**src/ulm_consts.svh**
```systemverilog
/*
 * Register map, field positions, reset values and timing counts of the
 * receive line status and modem status block.
 * Assumes a 32-bit APB with byte addresses and a single 100 MHz clock.
 */
`ifndef ULM_CONSTS_SVH
`define ULM_CONSTS_SVH

// byte addresses of the registers
`define ULM_ADDR_RX_HOLD 32'h5000_1000
`define ULM_ADDR_DIVISOR 32'h5000_1004
`define ULM_ADDR_FIFO_CTRL 32'h5000_1008
`define ULM_ADDR_LINE_CTRL 32'h5000_100c
`define ULM_ADDR_MODEM_CTRL 32'h5000_1010
`define ULM_ADDR_LINE_STATUS 32'h5000_1014
`define ULM_ADDR_MODEM_STATUS 32'h5000_1018

// line_status fields
`define ULM_LS_DATA_READY 0
`define ULM_LS_OVERRUN 1
`define ULM_LS_PARITY_ERR 2
`define ULM_LS_FRAMING_ERR 3

// modem_status fields
`define ULM_MS_RING_TRAIL 2
`define ULM_MS_DCD_CHANGED 3
`define ULM_MS_CTS 4
`define ULM_MS_RING 6
`define ULM_MS_DCD 7

// control fields
`define ULM_MC_RTS 1
`define ULM_MC_OUTPUT_ONE 2
`define ULM_MC_OUTPUT_TWO 3
`define ULM_MC_LOOP 4
`define ULM_LC_PAR_EN 3
`define ULM_LC_EVEN_PAR 4
`define ULM_FC_FIFO_EN 0

// reset values
`define ULM_CTRL_RESET 8'h00
`define ULM_DIV_RESET 16'h0001

// receiver oversampling: ticks per bit and to the middle of the start bit
`define ULM_TICKS_LAST 4'hf
`define ULM_TICKS_HALF 4'h7

`endif

```
**src/ulm_pkg.sv**
```systemverilog
/*
 * Types of the receive line status and modem status block.
 * Assumes ulm_consts.svh carries all numeric constants.
 */
`default_nettype none
package ulm_pkg;

	// one received character as it sits in the receive store
	typedef struct packed {
		logic breakSeen;
		logic framingErr;
		logic parityErr;
		logic [7:0] data;
	} ulm_rx_char_t;

	// effective modem input levels, active high
	typedef struct packed {
		logic dcd;
		logic ring;
		logic cts;
	} ulm_modem_t;

	typedef enum logic [2:0] {
		RX_IDLE,
		RX_START,
		RX_DATA,
		RX_PARITY,
		RX_STOP,
		RX_WAIT_IDLE
	} ulm_rx_state_t;

endpackage
`default_nettype wire

```
**src/ulm_status.sv**
```systemverilog
/*
 * Serial receiver with receive store, line_status and modem_status
 * registers, modem input sampling and loopback, reached over APB.
 * Assumes one clock, asynchronous active-low reset, pins from outside
 * the clock domain, and an APB master on the same clock.
 */
// Added by the designer: register access over APB.
`timescale 1ns/1ps
`default_nettype none
`include "ulm_consts.svh"

module ulm_status
	import ulm_pkg::*;
#(
	parameter int FIFO_DEPTH = 16
) (
	input wire logic clk,
	input wire logic resetn,
	input wire logic psel,
	input wire logic penable,
	input wire logic pwrite,
	input wire logic [31:0] paddr,
	input wire logic [31:0] pwdata,
	output logic [31:0] prdata,
	output logic pready,
	output logic pslverr,
	input wire logic rxIn,
	input wire logic dcdInN,
	input wire logic ringInN,
	input wire logic ctsInN,
	output logic rtsOutN
);

	localparam int PW = $clog2(FIFO_DEPTH);

	// the store needs a power-of-two depth for its wrapping pointers
	if (FIFO_DEPTH < 2 || (FIFO_DEPTH & (FIFO_DEPTH - 1)) != 0) begin : g_chk
		$error("FIFO_DEPTH must be a power of two of at least 2");
	end

	//////////////////////////////////////////////////////////////////////
	// apb decode

	logic [31:0] prdata_reg;
	logic setupPhase;
	logic accessPhase;
	logic wrAccess;
	logic rdAccess;
	logic hitRxHold;
	logic hitDivisor;
	logic hitFifoCtrl;
	logic hitLineCtrl;
	logic hitModemCtrl;
	logic hitLineStatus;
	logic hitModemStatus;
	logic addrHit;

	// address decode and phase qualifiers
	assign hitRxHold = paddr == `ULM_ADDR_RX_HOLD;
	assign hitDivisor = paddr == `ULM_ADDR_DIVISOR;
	assign hitFifoCtrl = paddr == `ULM_ADDR_FIFO_CTRL;
	assign hitLineCtrl = paddr == `ULM_ADDR_LINE_CTRL;
	assign hitModemCtrl = paddr == `ULM_ADDR_MODEM_CTRL;
	assign hitLineStatus = paddr == `ULM_ADDR_LINE_STATUS;
	assign hitModemStatus = paddr == `ULM_ADDR_MODEM_STATUS;
	assign addrHit = hitRxHold | hitDivisor | hitFifoCtrl | hitLineCtrl
		| hitModemCtrl | hitLineStatus | hitModemStatus;
	assign setupPhase = psel & ~penable;
	assign accessPhase = psel & penable;
	assign wrAccess = accessPhase & pwrite & addrHit;
	assign rdAccess = accessPhase & ~pwrite & addrHit;

	// zero wait states; unmapped addresses answer with an error
	assign pready = 1'b1;
	assign pslverr = accessPhase & ~addrHit;
	assign prdata = prdata_reg;

	//////////////////////////////////////////////////////////////////////
	// control registers

	logic [7:0] modemCtrl_reg;
	logic [7:0] lineCtrl_reg;
	logic fifoEn_reg;
	logic [15:0] divisor_reg;
	logic loopback;
	logic parEn;
	logic evenPar;
	logic fifoModeChange;

	assign loopback = modemCtrl_reg[`ULM_MC_LOOP];
	assign parEn = lineCtrl_reg[`ULM_LC_PAR_EN];
	assign evenPar = lineCtrl_reg[`ULM_LC_EVEN_PAR];
	assign fifoModeChange = wrAccess & hitFifoCtrl
		& (pwdata[`ULM_FC_FIFO_EN] != fifoEn_reg);

	// software writes to the control registers
	always_ff @(posedge clk or negedge resetn) begin
		if (!resetn) begin
			modemCtrl_reg <= `ULM_CTRL_RESET;
			lineCtrl_reg <= `ULM_CTRL_RESET;
			fifoEn_reg <= 1'b0;
			divisor_reg <= `ULM_DIV_RESET;
		end else if (wrAccess) begin
			if (hitModemCtrl)
				modemCtrl_reg <= {3'h0, pwdata[4:0]};
			if (hitLineCtrl)
				lineCtrl_reg <= pwdata[7:0];
			if (hitFifoCtrl)
				fifoEn_reg <= pwdata[`ULM_FC_FIFO_EN];
			if (hitDivisor)
				divisor_reg <= pwdata[15:0];
		end
	end

	// rts pin follows the control bit, held inactive in loopback
	always_ff @(posedge clk or negedge resetn) begin
		if (!resetn)
			rtsOutN <= 1'b1;
		else
			rtsOutN <= loopback | ~modemCtrl_reg[`ULM_MC_RTS];
	end

	//////////////////////////////////////////////////////////////////////
	// pin synchronisers

	logic [1:0] rxSyncChain_reg;
	logic [1:0] dcdSyncChain_reg;
	logic [1:0] ringSyncChain_reg;
	logic [1:0] ctsSyncChain_reg;
	logic rxLine;

	// two stages each; only stage 1 is read by logic
	always_ff @(posedge clk or negedge resetn) begin
		if (!resetn) begin
			rxSyncChain_reg <= 2'h3;
			dcdSyncChain_reg <= 2'h3;
			ringSyncChain_reg <= 2'h3;
			ctsSyncChain_reg <= 2'h3;
		end else begin
			rxSyncChain_reg <= {rxSyncChain_reg[0], rxIn};
			dcdSyncChain_reg <= {dcdSyncChain_reg[0], dcdInN};
			ringSyncChain_reg <= {ringSyncChain_reg[0], ringInN};
			ctsSyncChain_reg <= {ctsSyncChain_reg[0], ctsInN};
		end
	end
	assign rxLine = rxSyncChain_reg[1];

	//////////////////////////////////////////////////////////////////////
	// serial receiver, 16 ticks per bit, 8 data bits

	ulm_rx_state_t rxState_reg, rxState_next;
	logic [15:0] divCnt_reg;
	logic [3:0] tickCnt_reg, tickCnt_next;
	logic [2:0] bitCnt_reg, bitCnt_next;
	logic [7:0] shift_reg, shift_next;
	logic parBit_reg, parBit_next;
	logic tick;
	logic bitMid;
	logic charDone;
	logic isBreak;
	logic parMismatch;
	ulm_rx_char_t rxChar;

	// baud tick from the divisor; zero behaves as one
	assign tick = divCnt_reg >= divisor_reg - 16'h0001 || divisor_reg == 16'h0;
	assign bitMid = tick && tickCnt_reg == `ULM_TICKS_LAST;
	always_ff @(posedge clk or negedge resetn) begin
		if (!resetn)
			divCnt_reg <= 16'h0;
		else
			divCnt_reg <= tick ? 16'h0 : divCnt_reg + 16'h0001;
	end

	// a break is a frame of all zeros, parity and stop included
	assign isBreak = shift_reg == 8'h00 && !(parEn && parBit_reg);
	assign parMismatch = ^{shift_reg, parBit_reg} ^ ~evenPar;
	assign charDone = rxState_reg == RX_STOP && bitMid;

	// character as stored, with its error marks
	assign rxChar.data = shift_reg;
	assign rxChar.breakSeen = isBreak & ~rxLine;
	assign rxChar.framingErr = ~rxLine;
	assign rxChar.parityErr = (parEn & parMismatch) | (isBreak & ~rxLine);

	// receiver sequencing
	always_comb begin
		rxState_next = rxState_reg;
		tickCnt_next = tick ? tickCnt_reg + 4'h1 : tickCnt_reg;
		bitCnt_next = bitCnt_reg;
		shift_next = shift_reg;
		parBit_next = parBit_reg;
		unique case (rxState_reg)
			RX_IDLE: begin
				tickCnt_next = 4'h0;
				if (!rxLine)
					rxState_next = RX_START;
			end
			RX_START: begin
				if (tick && tickCnt_reg == `ULM_TICKS_HALF) begin
					tickCnt_next = 4'h0;
					bitCnt_next = 3'h0;
					rxState_next = rxLine ? RX_IDLE : RX_DATA;
				end
			end
			RX_DATA: begin
				if (bitMid) begin
					shift_next = {rxLine, shift_reg[7:1]};
					bitCnt_next = bitCnt_reg + 3'h1;
					if (bitCnt_reg == 3'h7)
						rxState_next = parEn ? RX_PARITY : RX_STOP;
				end
			end
			RX_PARITY: begin
				if (bitMid) begin
					parBit_next = rxLine;
					rxState_next = RX_STOP;
				end
			end
			RX_STOP: begin
				if (bitMid) begin
					bitCnt_next = 3'h0;
					if (rxLine)
						rxState_next = RX_IDLE;
					else if (isBreak)
						rxState_next = RX_WAIT_IDLE;
					else
						rxState_next = RX_DATA;
				end
			end
			RX_WAIT_IDLE: begin
				tickCnt_next = 4'h0;
				if (rxLine)
					rxState_next = RX_IDLE;
			end
		endcase
	end

	// receiver state
	always_ff @(posedge clk or negedge resetn) begin
		if (!resetn) begin
			rxState_reg <= RX_IDLE;
			tickCnt_reg <= 4'h0;
			bitCnt_reg <= 3'h0;
			shift_reg <= 8'h00;
			parBit_reg <= 1'b0;
		end else begin
			rxState_reg <= rxState_next;
			tickCnt_reg <= tickCnt_next;
			bitCnt_reg <= bitCnt_next;
			shift_reg <= shift_next;
			parBit_reg <= parBit_next;
		end
	end

	//////////////////////////////////////////////////////////////////////
	// receive store: FIFO, or a single holding register without FIFO

	ulm_rx_char_t mem [FIFO_DEPTH];
	logic [PW-1:0] wrPtr_reg;
	logic [PW-1:0] rdPtr_reg;
	logic [PW:0] count_reg;
	logic headSeen_reg;
	logic pop;
	logic full;
	logic overwrite;
	logic accept;
	logic overrun;
	logic [PW-1:0] wrAddr;
	ulm_rx_char_t head;

	assign pop = rdAccess & hitRxHold & (count_reg != '0);
	assign full = fifoEn_reg ? count_reg == (PW+1)'(FIFO_DEPTH)
		: count_reg != '0;
	assign overrun = charDone & full & ~pop;
	assign overwrite = overrun & ~fifoEn_reg;
	assign accept = charDone & ~(full & ~pop);
	assign wrAddr = overwrite ? rdPtr_reg : wrPtr_reg;
	assign head = mem[rdPtr_reg];

	// character storage
	always_ff @(posedge clk) begin
		if (accept | overwrite)
			mem[wrAddr] <= rxChar;
	end

	// pointers and fill level; a FIFO mode change flushes
	always_ff @(posedge clk or negedge resetn) begin
		if (!resetn) begin
			wrPtr_reg <= '0;
			rdPtr_reg <= '0;
			count_reg <= '0;
		end else if (fifoModeChange) begin
			wrPtr_reg <= '0;
			rdPtr_reg <= '0;
			count_reg <= '0;
		end else begin
			wrPtr_reg <= accept ? wrPtr_reg + 1'b1 : wrPtr_reg;
			rdPtr_reg <= pop ? rdPtr_reg + 1'b1 : rdPtr_reg;
			count_reg <= count_reg + (PW+1)'(accept) - (PW+1)'(pop);
		end
	end

	// marks whether the head character's errors were already posted
	always_ff @(posedge clk or negedge resetn) begin
		if (!resetn)
			headSeen_reg <= 1'b0;
		else if (pop | overwrite | fifoModeChange)
			headSeen_reg <= 1'b0;
		else if (count_reg != '0)
			headSeen_reg <= 1'b1;
	end

	//////////////////////////////////////////////////////////////////////
	// line_status flags

	logic overrun_reg;
	logic parityFlag_reg;
	logic framingFlag_reg;
	logic headPost;
	logic lineStatusRead;
	logic [7:0] lineStatus;

	// errors reach the flags when their character becomes the head
	assign headPost = count_reg != '0 && !headSeen_reg && !fifoModeChange;
	assign lineStatusRead = rdAccess & hitLineStatus;

	// set wins over the read clear; only bits already reported clear
	always_ff @(posedge clk or negedge resetn) begin
		if (!resetn) begin
			overrun_reg <= 1'b0;
			parityFlag_reg <= 1'b0;
			framingFlag_reg <= 1'b0;
		end else begin
			overrun_reg <= overrun | (overrun_reg & ~(lineStatusRead
				& prdata_reg[`ULM_LS_OVERRUN]));
			parityFlag_reg <= (headPost & head.parityErr)
				| (parityFlag_reg & ~(lineStatusRead
				& prdata_reg[`ULM_LS_PARITY_ERR]));
			framingFlag_reg <= (headPost & head.framingErr)
				| (framingFlag_reg & ~(lineStatusRead
				& prdata_reg[`ULM_LS_FRAMING_ERR]));
		end
	end

	// upper bits reserved and zero
	assign lineStatus = {4'h0, framingFlag_reg, parityFlag_reg, overrun_reg,
		count_reg != '0};

	//////////////////////////////////////////////////////////////////////
	// modem_status

	ulm_modem_t modemNow;
	logic prevDcd_reg;
	logic prevRing_reg;
	logic dcdChanged_reg;
	logic ringTrail_reg;
	logic modemStatusRead;
	logic [7:0] modemStatus;

	// effective modem levels, loopback substitutes control bits
	assign modemNow.dcd = loopback ? modemCtrl_reg[`ULM_MC_OUTPUT_TWO]
		: ~dcdSyncChain_reg[1];
	assign modemNow.ring = loopback ? modemCtrl_reg[`ULM_MC_OUTPUT_ONE]
		: ~ringSyncChain_reg[1];
	assign modemNow.cts = loopback ? modemCtrl_reg[`ULM_MC_RTS]
		: ~ctsSyncChain_reg[1];
	assign modemStatusRead = rdAccess & hitModemStatus;

	// previous levels reset to deasserted, so an asserted carrier
	// across reset shows as a change once the reset is gone
	always_ff @(posedge clk or negedge resetn) begin
		if (!resetn) begin
			prevDcd_reg <= 1'b0;
			prevRing_reg <= 1'b0;
		end else begin
			prevDcd_reg <= modemNow.dcd;
			prevRing_reg <= modemNow.ring;
		end
	end

	// change flags, set wins over the read clear
	always_ff @(posedge clk or negedge resetn) begin
		if (!resetn) begin
			dcdChanged_reg <= 1'b0;
			ringTrail_reg <= 1'b0;
		end else begin
			dcdChanged_reg <= (modemNow.dcd != prevDcd_reg)
				| (dcdChanged_reg & ~(modemStatusRead
				& prdata_reg[`ULM_MS_DCD_CHANGED]));
			ringTrail_reg <= (prevRing_reg & ~modemNow.ring)
				| (ringTrail_reg & ~(modemStatusRead
				& prdata_reg[`ULM_MS_RING_TRAIL]));
		end
	end

	// reserved bits 5, 1, 0 and the upper three bytes read zero
	assign modemStatus = {modemNow.dcd, modemNow.ring, 1'b0, modemNow.cts,
		dcdChanged_reg, ringTrail_reg, 2'h0};

	//////////////////////////////////////////////////////////////////////
	// read data

	logic [31:0] readMux;

	// read value selected in the setup phase
	assign readMux = hitRxHold ? {24'h0, head.data}
		: hitDivisor ? {16'h0, divisor_reg}
		: hitFifoCtrl ? {31'h0, fifoEn_reg}
		: hitLineCtrl ? {24'h0, lineCtrl_reg}
		: hitModemCtrl ? {24'h0, modemCtrl_reg}
		: hitLineStatus ? {24'h0, lineStatus}
		: hitModemStatus ? {24'h0, modemStatus}
		: 32'h0;

	// latched at setup, held through the access phase
	always_ff @(posedge clk or negedge resetn) begin
		if (!resetn)
			prdata_reg <= 32'h0;
		else if (setupPhase)
			prdata_reg <= pwrite ? 32'h0 : readMux;
	end

endmodule // ulm_status
`default_nettype wire

```
**config.mk**
```make
export PLATFORM = sky130hd
export DESIGN_NAME = ulm_status
export DESIGN_NICKNAME = d
export VERILOG_FILES = /design/src/ulm_pkg.sv /design/src/ulm_status.sv
export VERILOG_INCLUDE_DIRS = /design/src
export SDC_FILE = /design/constraint.sdc
export NUM_CORES = 1
export LEC_CHECK = 0
export BUFFER_PORTS_ARGS = -buffer_cell sky130_fd_sc_hd__buf_2
export CORE_UTILIZATION = 40
export DETAILED_ROUTE_END_ITERATION = 7
export HOLD_SLACK_MARGIN = 0.15
export PLACE_DENSITY_LB_ADDON = 0.1
export SLEW_MARGIN = 30
export SYNTH_ARGS = -nofsm -noshare
export SYNTH_HDL_FRONTEND = slang
export SYNTH_SLANG_ARGS = --single-unit
```
**constraint.sdc**
```tcl
create_clock -name clk -period 4.8 [get_ports clk]
set_input_delay 0.72 -clock clk [delete_from_list [all_inputs] [get_ports clk]]
set_output_delay 0.72 -clock clk [all_outputs]
set_load 0.02 [all_outputs]
```
==> metrics, run 1 <==
final hold vios 0; Post-Syn Area per Cell 13.4 sq um; port bufs 74; Peak VDD IR 0.000270 V; clock share of power 43.4%; CTS tree done; RSZ-0062 raised after global routing no; Crit. End Element flip-flop; Initial Util 40.7%; Hold Crit Class in2async; Syn Inst Count 929; Slew Viols, Final 0; die width 179 um; row cnt 64; max cap viols 0; Final nets 1136; register bit count reported by yosys 271; Worst-Margin Slew 0.888 ns; WP data arrival 4.97 ns; Final period util 94.3%; Fmax 221 MHz; die area 0.0319 sq mm; initial antenna violation count 0; largest net degree at the start of global routing 47; Setup TNS Final 0 ns; Largest Register mem; Clk Tree Root Cell clkbuf_16; remaining routing DRC violations 0; final core utilization 46.8%; CTS max path bufs 3; area grow syn2layout 15.1%; most frequent cells in the layout edfxtp_1, dfrtp_1, buf_2, nor2_1, nand2_1; Cell Pwr Density 342 mW/mm^2; P_leak 5.70 nW; Worst-Skew Late Latency 0.57 ns; Routed Antenna Nets 0; Placer Congestion 0.808; required time of the critical path 5.24 ns; GRT Total Usage 18.8%; Clock Pin Slew Worst Setup and Hold Paths 0.06 ns; Internal 3.78 mW; status complete, no violations; grt total ovfl 0; combinational fraction of design power 4.9%; Setup Skew 0.0201 ns; Placed Cells 1395; Post-synth EDFFs 160; P_sw 1.13 mW; CP Launch Type flip-flop; Synth cell types 76; share of layout cells above drive strength 1 23.5%; total wire length 29400 um; dpl hpwl 19700 um; Crit Path Max Fanout 4; Core Area 0.0307 sq mm; via/cell ratio 5.39; Ant. Diodes 0; 1st-iter DRT viols 469; Sinks on Clock Net 271; yosys warns 0; number of global-route vias before repair 7655; Post-Synthesis Cell Area 0.0125 sq mm; io pins 108; total CTS buffers 30; H-Tree Depth 1; most common cell after layout, fill and taps aside edfxtp_1; relative slew slack 40.5%; sequential fraction of the synthesis area 60.9%; r2r setup slk 0.27 ns; Setup violations, final 0; sequential share of power 51.7%; switching part of the total 23.0%; vias 7829; FFs w/ async S/R, synth 41.0%; Crit Path Class reg2reg; Main synth FF type edfxtp_1; fin cells 1453; max reg flops 160; die height 179 um; DRT Pass-1 Iters 5; Tmin final 4.53 ns; first-pass GRT wire length 45100 um; drt wl/cell 20.2 um
metal layers:
metal / part of all wire [%] / track usage (%) / up-vias
met2: 46 / 30.2 / 174
li1: - / - / 3720
met1: 48 / 26.8 / 3886
met4: 2.5 / 5.69 / 0
met3: 3.5 / 2.13 / 49
met5: 0 / 0 / -
metrics by stage:
stage               cell area (sq um)  power (mW)  hold slack [ns]  worst slack [ns]
floorplan                       12500        2.75            0.345             0.259
global placement                13400        2.82            0.347             0.184
detailed placement              13400        2.82            0.347             0.127
CTS                             14300        4.97            0.173            0.0826
global route                    14400        5.09            0.203            0.0660
finish                          14400        4.90            0.162             0.272
critical path, cell delays in order (launching register included):
cell and delay (ns):
dfrtp_1 0.40, or3_1 0.42, or4_4 0.47, or3_2 0.44, xor2_1 0.16, ha_1 0.32
nand4_1 0.18, nor4_2 0.21, a31oi_2 0.18, o311a_4 0.19, nor3_4 0.22, nand2_1 0.07
nand2_1 0.08, ha_1 0.16, inv_1 0.06, fa_1 0.41, inv_1 0.08, a21oi_1 0.06
nor2_1 0.12, or3_1 0.12, a21oi_1 0.06
cell families after synthesis:
kind of cell	synth area share, %
mux	10.9
buf+inv	3.09
compound gates	8.95
simple gates	9.85
other cells	0.0602
flops	60.9
fa+ha+maj	2.97
xor+xnor	3.23
final timing paths:
check                                              from                      endpoint  cells past startpoint
max                         divisor_reg[11]$_DFFE_PN0P_        count_reg[4]$_DFF_PN0_                     20
max reg2reg                 divisor_reg[11]$_DFFE_PN0P_        count_reg[4]$_DFF_PN0_                     20
min                                              resetn         prdata[0]$_DFFE_PN0P_                      1
min reg2reg                rxSyncChain_reg[0]$_DFF_PN1_  rxSyncChain_reg[1]$_DFF_PN1_                      0
min in group clk                                   rxIn  rxSyncChain_reg[0]$_DFF_PN1_                      1
max in group asynchronous                        resetn  rxSyncChain_reg[0]$_DFF_PN1_                      2
final cells by class:
cell class | instances | area, sq um
tap | 396 | 495
clock buffer | 38 | 821
multi-input combinational | 592 | 4570
inverter | 27 | 101
clock inverter | 17 | 108
timing repair buffer | 112 | 658
fill | 2764 | 16300
sequential | 271 | 7600
timing repair:
item,in CTS,in global routing
gates resized for setup,0,3
endpoints found under the setup margin,0,40
buffers inserted,0,3
hold buffers,0,0
synth_stat cells (23+ instances only):
cell / number / area (sq um)
mux4_2: 23 / 518
inv_1: 27 / 101
mux2i_1: 43 / 430
dfrtp_1: 101 / 2530
nor2_1: 59 / 221
o22ai_1: 28 / 175
a21oi_1: 39 / 195
xnor2_1: 33 / 289
edfxtp_1: 160 / 4800
clkbuf_1: 25 / 93.8
mux2_2: 37 / 417
ha_1: 28 / 350
nand2_1: 57 / 214
power groups by stage:
stage	registers, mW	logic, mW	clock network [mW]
6_report	2.53	0.241	2.13
5_1_grt	2.54	0.278	2.27
4_1_cts	2.53	0.245	2.20
3_5_place_dp	2.58	0.243	0
3_3_place_gp	2.58	0.242	0
2_1_floorplan	2.54	0.203	0
Power figures use the tool's default switching activity.
==> run 2: changes to the inputs <==
--- a/config.mk
+++ b/config.mk
@@ -7,7 +7,9 @@
 export NUM_CORES = 1
 export LEC_CHECK = 0
 export BUFFER_PORTS_ARGS = -buffer_cell sky130_fd_sc_hd__buf_2
-export CORE_UTILIZATION = 40
+export CELL_PAD_IN_SITES_DETAIL_PLACEMENT = 2
+export CELL_PAD_IN_SITES_GLOBAL_PLACEMENT = 2
+export CORE_UTILIZATION = 38
 export DETAILED_ROUTE_END_ITERATION = 7
 export HOLD_SLACK_MARGIN = 0.15
 export PLACE_DENSITY_LB_ADDON = 0.1
==> run 2 against run 1 <==
Via count is 4.2% higher. Worst setup slack better by 0.036 ns. Total power is 5.3% higher. Flip-flop and latch count stayed put. Combinational power is 4% higher. Cell count is 3.2% higher. Critical endpoint is now mem[6][0]$_DFFE_PP_. Highest routed layer unchanged. Sequential power hardly changed. Design area is 1.1% higher. First-iteration DRC count is 20% lower. Critical path depth is 7 lower. Clock power is 11% higher.
==> metrics, run 2 (synthesis results as in run 1) <==
status complete, no violations; Setup TNS Final 0 ns (unchanged); relative slew slack 38.1% (-2.4 points); crit path cell chain or3_1 > or4_4 > or3_2 > xor2_1 > ha_1 > nand4_1 > nor4_2 > a31oi_2 > o311ai_4 > nand3_2 > or3b_1 > o22ai_1 > buf_4; Largest Register mem; GRT Total Usage 21.5% (+2.6 points); Hold Crit Class in2reg; Placer Congestion 0.784 (-3.0%); max incr delay on CP 0.51 ns (+0.04 ns); Internal 3.97 mW (+5.0%); die height 183 um (+2.6%); source of the worst hold timing path rxIn; drt wl/cell 23.1 um (+14%); r2r endpoint mem[6][0]$_DFFE_PP_; Tmin final 4.49 ns (-0.0355 ns); Cell Pwr Density 356 mW/mm^2 (+4.2%); Final period util 93.6% (-0.74 points); setup bufs post-CTS 0 (unchanged); hold_ws 0.303 ns (+0.141 ns); CTS tree done; Setup Skew 0.0193 ns (-0.000729 ns); 1st-iter DRT viols 375 (-20%); RR Startpoint divisor_reg[11]$_DFFE_PN0P_; area grow syn2layout 16.3%; Clk Tree Root Cell clkbuf_16; switching part of the total 23.1% (+0.19 points); Initial Util 39.1% (-1.5 points); initial antenna violation count 0 (unchanged); CTS max path bufs 3 (unchanged); max cap viols 0 (unchanged); P_leak 5.74 nW (+0.73%); dpl hpwl 23900 um (+21%); most common cell after layout, fill and taps aside edfxtp_1; Worst-Skew Late Latency 0.52 ns (-0.05 ns); Peak VDD IR 0.000343 V (+27%); worst hold stages 1; Core Area 0.0319 sq mm (+3.9%); total wire length 34600 um (+18%); max reg flops 160 (unchanged); clock share of power 46.0% (+2.6 points); io pins 108 (unchanged); R2R depth 13 (-35%); r2r setup slk 0.31 ns (+0.04 ns); row cnt 65 (+1.6%); Final nets 1140 (+0.35%); Slew Viols, Final 0 (unchanged); Fmax 223 MHz (+0.79%); final hold vios 0 (unchanged); Crit Path Class reg2reg; Ant. Diodes 0 (unchanged); share of layout cells above drive strength 1 23.0% (-0.44 points); grt total ovfl 0 (unchanged); number of global-route vias before repair 9075 (+19%); DRT Pass-1 Iters 4 (-1); die area 0.0335 sq mm (+5.2%); Routed Antenna Nets 0 (unchanged); die width 183 um (+2.6%); port bufs 74 (unchanged); remaining routing DRC violations 0 (unchanged); H-Tree Depth 2 (+1); vias 8156 (+4.2%); sequential share of power 49.2% (-2.5 points); total CTS buffers 34 (+13%); via/cell ratio 5.44 (+0.98%); combinational fraction of design power 4.9% (about the same); WP data arrival 4.71 ns (-0.26 ns); Worst-Margin Slew 0.924 ns (+0.0361 ns); Clock Pin Slew Worst Setup and Hold Paths 0.05 ns (about the same); Crit. End Element flip-flop; most frequent cells in the layout edfxtp_1, dfrtp_1, buf_2, nor2_1, nand2_1; Hold Crit Endpoint rxSyncChain_reg[0]$_DFF_PN1_; Sinks on Clock Net 271 (unchanged); required time of the critical path 5.01 ns (-0.23 ns); CP max stage cell or3b_1; largest net degree at the start of global routing 57 (+21%); Setup violations, final 0 (unchanged); P_sw 1.20 mW (+6.1%); CP Launch Type flip-flop; first-pass GRT wire length 54300 um (+21%); Crit Path Max Fanout 8 (+4)
run 2: cell types whose count changed in the layout (fill, tap and decap cells not counted), moves of 2 or more:
cell and change:
clkinv_2 -5, clkbuf_1 +13, clkbuf_8 -2, clkbuf_16 +5, clkinv_1 -4
run 2: layout make-up:
type                            count  area [sq um]
Tap cell                          435           544
Multi-Input combinational cell    592          4570
Fill cell                        3212         17400
Sequential cell                   271          7600
Timing Repair Buffer              112           661
Inverter                           27           101
Clock inverter                      8          61.3
Clock buffer                       54           967
run 2: per-stage QoR:
step	setup slack [ns]	utilization (%)	instances	power (mW)	cell area, sq um
after global placement	0.194	42.2	1436	2.83	13400
after CTS	0.0918	45.4	1499	5.24	14500
after floorplan	0.259	-	944	2.75	12500
after detailed placement	0.102	42.2	1436	2.84	13400
after global routing	-0.0283	45.5	1499	5.35	14500
final	0.307	45.5	1499	5.16	14500
run 2: what timing repair did:
item                                    CTS  global route
hold buffers                              1             0
gates resized for setup                   0             3
endpoints found under the setup margin    0            17
hold endpoints to repair                 20             0
run 2: power groups by stage:
stage	Sequential, mW	Combinational [mW]	Clock (mW)
2_1_floorplan	2.54	0.203	0
3_3_place_gp	2.58	0.247	0
3_5_place_dp	2.58	0.253	0
4_1_cts	2.54	0.256	2.44
5_1_grt	2.54	0.286	2.52
6_report	2.54	0.251	2.37
run 2: per-layer routing:
layer / track usage (%) / wire length [um] / part of all wire, %
met2: 36.3 / 16900 / 49
met4: 7.27 / 1050 / 3.0
met5: 0 / 0 / 0
met1: 28.4 / 15400 / 45
met3: 2.78 / 1270 / 3.7
run 2: worst max path at each step:
stage                                      from                     end
floorplan           divisor_reg[11]$_DFFE_PN0P_  count_reg[4]$_DFF_PN0_
global placement    divisor_reg[11]$_DFFE_PN0P_  count_reg[4]$_DFF_PN0_
detailed placement  divisor_reg[11]$_DFFE_PN0P_  count_reg[4]$_DFF_PN0_
CTS                 divisor_reg[11]$_DFFE_PN0P_  count_reg[4]$_DFF_PN0_
global route        divisor_reg[11]$_DFFE_PN0P_  count_reg[4]$_DFF_PN0_
finish              divisor_reg[11]$_DFFE_PN0P_     mem[6][0]$_DFFE_PP_
run 2: critical path: cells and delay by family (launching register included):
kind,cells,cell delay [ns]
AOI/OAI and AO/OA,3,0.63
xor gates and xnor gates,1,0.16
adders and majority gates,1,0.32
buffers and inverters,1,0.26
DFF,1,0.37
and+or+nand+nor,7,2.45
